==> src/rtl/crpuc_pkg.sv <==
// Purpose: constants for the core regulator power-up control block
// Assumes: single 100 MHz clock, active-low asynchronous reset
// Notes: no software registers; all controls are pins
package crpuc_pkg;
  localparam int unsigned CLK_PERIOD_NS = 10;
  localparam logic RST_RTC_LATCH = 1'h0;
  localparam logic RST_REG_EN = 1'h0;
  localparam logic RST_POWER_GOOD = 1'h0;
  localparam logic RST_PU_OUT = 1'h0;
  localparam logic RST_SYNC = 1'h0;
  localparam logic RST_INIT_DONE = 1'h0;
  localparam logic RST_INIT_STATE = 1'h0;
  // Pull-up level of the power-up pin when floating
  localparam logic PIN_PULL_LEVEL = 1'h1;
  // Cycles spent in the settle phase; power is reported good 5 cycles after the enable rises
  localparam int unsigned POWER_GOOD_DELAY_CYC = 4;
  localparam int unsigned CNT_W = 3;
endpackage

==> src/rtl/crpuc_edge_latch.sv <==
// Purpose: latch a rising edge of the rtc wake match input
// Assumes: input synchronous to i_clk
// Notes: latch cleared only by reset or by i_clear
`timescale 1ns/100ps
module crpuc_edge_latch (
  input wire logic i_clk,    // System clock
  input wire logic i_rst_b,  // Async reset, active low
  input wire logic i_level,  // Level to watch
  input wire logic i_clear,  // Drop the latched edge
  output logic o_seen        // Rising edge latched
);
  typedef struct packed {
    logic prev;
    logic seen;
  } crpuc_el_t;

  crpuc_el_t st_q;
  crpuc_el_t st_d;

  always_comb begin
    st_d = st_q;
    st_d.prev = i_level;
    if (i_clear) begin
      st_d.seen = 1'h0;
    end
    if (i_level && !st_q.prev) begin
      st_d.seen = 1'h1;
    end
  end

  always_ff @(posedge i_clk or negedge i_rst_b) begin
    if (!i_rst_b) begin
      st_q <= '{prev: crpuc_pkg::RST_SYNC, seen: crpuc_pkg::RST_RTC_LATCH};
    end else begin
      st_q <= st_d;
    end
  end

  assign o_seen = st_q.seen;
endmodule

==> src/rtl/crpuc_top.sv <==
// Purpose: decide whether the core regulator is enabled and report power good
// Assumes: inputs synchronous to i_clk; i_rst_b marks the 3.3 V supply ramp
// Notes: regulator enable is registered, one cycle behind pin, request and test reset, two behind the rtc match
`timescale 1ns/100ps
module crpuc_top #(
  parameter logic REGULATOR_INITIAL_STATE = 1'h0,
  parameter int unsigned PG_DELAY = crpuc_pkg::POWER_GOOD_DELAY_CYC
) (
  input wire logic i_clk,                         // System clock
  input wire logic i_rst_b,                       // Async reset, active low
  input wire logic i_core_power_up_request,       // Core request, 1 enables
  input wire logic i_power_up_pin_n,              // Pad level, active low
  input wire logic i_power_up_pin_n_driven,       // Pad actively driven
  input wire logic i_test_reset,                  // JTAG test reset pin
  input wire logic i_rtc_wake_match,              // Match from real-time clock
  output logic o_regulator_enable,                // Regulator on
  output logic o_core_power_good,                 // Core powered and working
  output logic o_core_power_up_out                // Inverse of power-up pin
);
  localparam int unsigned CW = crpuc_pkg::CNT_W;
  // Settle count in counter width; the checks below keep the cut lossless
  localparam logic [CW-1:0] PG_LAST = CW'(PG_DELAY);
  localparam logic [CW-1:0] PG_STEP = CW'(1);

  // Zero would report good before the regulator could settle
  if (PG_DELAY < 1) begin : g_pg_delay_low
    $error("PG_DELAY must be at least one cycle");
  end
  // Counter must be able to reach the settle count
  if (PG_DELAY >= (1 << CW)) begin : g_pg_delay_high
    $error("PG_DELAY does not fit the settle counter");
  end
  if (CW < 1 || CW > 16) begin : g_cnt_w_bad
    $error("Settle counter width out of range");
  end

  // Power-good phases after the regulator turns on
  typedef enum logic [1:0] {
    PG_OFF,
    PG_SETTLE,
    PG_GOOD
  } crpuc_pg_phase_t;

  typedef struct packed {
    logic init_done;
    logic init_state;
    logic reg_en;
    crpuc_pg_phase_t pg_phase;
    logic [CW-1:0] pg_cnt;
    logic power_good;
    logic pu_out;
  } crpuc_state_t;

  // Everything off while the 3.3 V supply is still ramping
  localparam crpuc_state_t ST_RESET = '{
    init_done: crpuc_pkg::RST_INIT_DONE,
    init_state: crpuc_pkg::RST_INIT_STATE,
    reg_en: crpuc_pkg::RST_REG_EN,
    pg_phase: PG_OFF,
    pg_cnt: '0,
    power_good: crpuc_pkg::RST_POWER_GOOD,
    pu_out: crpuc_pkg::RST_PU_OUT
  };

  crpuc_state_t st_q;
  crpuc_state_t st_d;
  logic pin_n;
  logic term_pin;
  logic term_test_reset;
  logic term_request;
  logic wake;
  logic rtc_clear;
  logic rtc_seen;

  assign pin_n = i_power_up_pin_n_driven ? i_power_up_pin_n : crpuc_pkg::PIN_PULL_LEVEL;

  assign term_pin = ~pin_n;
  assign term_test_reset = i_test_reset;
  assign term_request = i_core_power_up_request;

  assign wake = term_request | term_pin | term_test_reset;

  // Drop a latched match once no pin, request or test reset holds the regulator on
  assign rtc_clear = st_q.init_done & ~wake;

  crpuc_edge_latch u_rtc (
    .i_clk(i_clk),
    .i_rst_b(i_rst_b),
    .i_level(i_rtc_wake_match),
    .i_clear(rtc_clear),
    .o_seen(rtc_seen)
  );

  always_comb begin
    st_d = st_q;
    if (!st_q.init_done) begin
      st_d.init_done = 1'h1;
      st_d.init_state = REGULATOR_INITIAL_STATE;
    end else if (!i_core_power_up_request) begin
      // Request low withdraws the start-up term for good
      st_d.init_state = 1'h0;
    end
    st_d.reg_en = wake | rtc_seen | st_d.init_state;
    unique case (st_q.pg_phase)
      PG_OFF: begin
        if (st_q.reg_en) begin
          st_d.pg_phase = PG_SETTLE;
          st_d.pg_cnt = PG_STEP;
        end
      end
      PG_SETTLE: begin
        if (st_q.pg_cnt != PG_LAST) begin
          st_d.pg_cnt = st_q.pg_cnt + PG_STEP;
        end else begin
          st_d.pg_phase = PG_GOOD;
          st_d.power_good = 1'h1;
        end
      end
      PG_GOOD: begin
        st_d.power_good = 1'h1;
      end
      default: begin
        st_d.pg_phase = PG_OFF;
      end
    endcase
    // Losing the enable restarts the settle time from zero
    if (!st_q.reg_en) begin
      st_d.pg_phase = PG_OFF;
      st_d.pg_cnt = '0;
      st_d.power_good = 1'h0;
    end
    st_d.pu_out = term_pin;
  end

  always_ff @(posedge i_clk or negedge i_rst_b) begin
    if (!i_rst_b) begin
      st_q <= ST_RESET;
    end else begin
      st_q <= st_d;
    end
  end

  assign o_regulator_enable = st_q.reg_en;
  assign o_core_power_good = st_q.power_good;
  assign o_core_power_up_out = st_q.pu_out;
endmodule

==> config.mk <==
export PLATFORM = sky130hd
export DESIGN_NAME = crpuc_top
export DESIGN_NICKNAME = d
export VERILOG_FILES = /design/src/rtl/crpuc_pkg.sv /design/src/rtl/crpuc_edge_latch.sv /design/src/rtl/crpuc_top.sv
export SDC_FILE = /design/constraint.sdc
export NUM_CORES = 1
export LEC_CHECK = 0
export BUFFER_PORTS_ARGS = -buffer_cell sky130_fd_sc_hd__buf_4
export CORE_AREA = 5 5 42 44
export CTS_CLUSTER_SIZE = 16
export DETAILED_ROUTE_END_ITERATION = 10
export DIE_AREA = 0 0 47 49
export PLACE_DENSITY = 0.6
export SLEW_MARGIN = 5
export SYNTH_ARGS = -nofsm -noshare
export SYNTH_HDL_FRONTEND = slang
export SYNTH_SLANG_ARGS = --single-unit
==> constraint.sdc <==
create_clock -name i_clk -period 2.1 [get_ports i_clk]
set_clock_uncertainty 0.05 [all_clocks]
set_input_delay 0.105 -clock i_clk [delete_from_list [all_inputs] [get_ports i_clk]]
set_output_delay 0.105 -clock i_clk [all_outputs]
set_load 0.01 [all_outputs]
==> flow_summary_export.csv <==
group,metric,value,unit
power,p_seq_share,48.4,%
cts,cts_tree,"yes",
flow_run,max_cap_viol_count,0,
power,p_clk_share,20.2,%
setup_path,critPathMaxStageDelay,0.56,ns
synth,syn-cell-area,455,µm²
floorplanning,row_count,14,
synth,yosysWarnings,0,
setup_path,crit_arrival,1.82,ns
setup_path,endpoint_kind,"flip-flop",
power,netSwitchingFraction,33.4,%
finish,mostFrequentLayoutCells,"11 x dfrtp_1, 9 x buf_4, 6 x inv_1, 5 x dlygate4sd3_1",
synth,synth.largest_area_cell,"dfrtp_1",
finish,area_growth,36.0,%
grt,grt_pass1_wl,1560,µm
drt,firstDrtPassIters,2,
setup_path,path_max_fanout,2,
sta,finalHoldViolations,0,
setup_path,path_cells,"dlygate4sd3_1, buf_4, or4_1, dlygate4sd3_1",
floorplanning,die_width,47,µm
sta,setup_violations,0,
drt,num_vias,365,
cts,root_buffer,"clkbuf_4",
drt,first_iter_violations,1,
grt,grt_overflow_total,0,
placed_design,globalplace.congestion,0.668,
cts,clk_latency,0.26,ns
setup_path,cp.required,2.19,ns
floorplanning,core_region_area,1400,µm²
finish,n_antenna_cell,0,
synth,synth_nets,50,
power,ir_worst_vdd,0.000472,V
drt,via_per_inst,4.87,
grt,grt_pass1_vias,384,
finish,final_common_cell,"dfrtp_1",
min_path,holdPathStages,3,
cts,cts_sinks,11,
sta,period_needed,1.73,ns
setup_path,reg2reg_setup_slack,0.55,ns
setup_path,r2r-start,"u_rtc.o_seen$_DFFE_PN0P_",
placed_design,placed_cells,66,
drt,drt_wl_total,835,µm
floorplanning,dieArea,2300,µm²
synth,synth_cells,41,
grt,grt_antenna_before_repair,0,
cts,postCtsSetupBuffers,0,
cts,post_cts_resized,0,
synth,yosys-top-cells-area,"dfrtp_1 60%, ha_1 5.5%, inv_1 4.9%",
setup_path,startpoint_type,"input port",
sta,timing.hold.ws,0.0487,ns
sta,setup_ws,0.370,ns
placed_design,place_ws,0.739,ns
synth,synth_cell_types,20,
floorplanning,fp.dieH,49,µm
cts,htreeDepth,1,
min_path,hold_start,"i_test_reset",
finish,fin_cells,75,
placed_design,io_buffers,9,
drt,antenna_left,0,
finish,nets,69,
sta,final.setup.tns,0,ns
synth,avgSynthCellArea,11.1,µm²
power,power.leakage,0.284,nW
grt,grt_usage,9.40,%
synth,seq_area_frac_synth,60.4,%
floorplanning,io_pins,10,
power,powerDensity,1120,nW/µm²
sta,period_share,82.4,%
finish,drive_gt1_share,22.0,%
setup_path,crit_path_start,"i_core_power_up_request",
synth,yosys.area.top_type_share,60.4,%
placed_design,hpwl,654,µm
grt,grt_max_degree,12,
min_path,hold_path.class,"input port to flip-flop",
power,power_switching,0.232,mW
drt,drc,0,
cts,numCtsBuffers,3,
drt,wl_per_cell,11.1,µm
cts,holdBufCountCts,5,
sta,rsz0062_at_grt,"false",
setup_path,cpMostUsedCell,"dlygate4sd3_1",
cts,clkTransAtPathRegs,0.07,ns
setup_path,slowest_stage,"dlygate4sd3_1",
sta,max_freq,578,MHz
synth,synth_seq_cells,11,
cts,clk_path_buf_depth,2,
floorplanning,start_util,32.5,%
status,outcome,"complete, no violations",
min_path,min_to,"u_rtc.o_seen$_DFFE_PN0P_",
setup_path,r2r-end,"o_regulator_enable$_DFF_PN0_",
sta,drv_slew,0,
power,intPower,0.463,mW
power,combPwrFrac,31.4,%
setup_path,path_class,"input port to flip-flop",
setup_path,reg2reg_depth,2,
## layer usage
| metal | part of all wire (%) | track usage, % | wire length (µm) |
|---|---|---|---|
| met5 | 0 | 0 | 0 |
| met4 | 0 | 5.53 | 0 |
| met3 | 3.8 | 2.21 | 32 |
| met2 | 54 | 15.2 | 455 |
| met1 | 42 | 10.7 | 347 |
## how the worst max path moves through the flow
stage	end	depth (start not counted)
after global routing	o_regulator_enable$_DFF_PN0_	4
after CTS	o_regulator_enable$_DFF_PN0_	4
final	o_regulator_enable$_DFF_PN0_	4
after global placement	st_q[2]$_DFFE_PN0P_	5
after floorplan	st_q[2]$_DFFE_PN0P_	5
after detailed placement	st_q[2]$_DFFE_PN0P_	5
## kinds of logic after synthesis
| logic type | synth area share [%] |
|---|---|
| buffers and inverters | 4.94 |
| AO/OA/AOI/OAI | 15.4 |
| AND/OR/NAND/NOR | 12.9 |
| other | 0.823 |
| adder cells (fa/ha/maj) | 5.49 |
| flip-flops | 60.4 |
## synth_stat cells
cell and n:
nor2b_1 1, and2_1 1, nor2_1 1, ha_1 2, nand4_1 1, o21ai_0 3
nand2_1 2, dfrtp_1 11, nand4b_1 1, a211oi_1 1, a31oi_1 2, and2_2 1
nand3_1 1, a311oi_1 1, conb_1 1, o21a_1 1, or4_1 1, o41ai_1 1
inv_1 6, a21oi_1 2
## critical path: cells and delay by family
family / cells / cell delay, ns
AND/OR/NAND/NOR: 1 / 0.49
buffers and inverters: 3 / 1.22
## through the flow
step	total power, mW	cell area (µm²)	util [%]
finish	0.694	619	44.2
global placement	0.544	543	38.8
CTS	0.708	619	44.2
global route	0.762	619	44.2
floorplan	0.479	455	-
detailed placement	0.556	543	38.8
## flip-flops by register name, summed over array words and instances, names as in the netlist
name	flops
st_q	6
o_regulator_enable	1
o_core_power_good	1
o_core_power_up_out	1
u_rtc.st_q	1
u_rtc.o_seen	1
## cell type report
| type | count | area (µm²) |
|---|---|---|
| multi-input cells | 24 | 158 |
| fillers | 136 | 782 |
| clock buffers | 4 | 26.3 |
| well taps | 16 | 20.0 |
| inverters | 6 | 22.5 |
| flip-flops and latches | 11 | 275 |
| repair buffers | 14 | 118 |
## power groups by stage
stage                     registers [mW]  clock network, mW  logic [mW]
after global placement             0.338                  0       0.207
after global routing               0.346              0.163       0.253
final                              0.336              0.140       0.218
after floorplan                    0.328                  0       0.151
after detailed placement           0.339                  0       0.217
after CTS                          0.335              0.149       0.224
(Power assumes the default switching activity.)
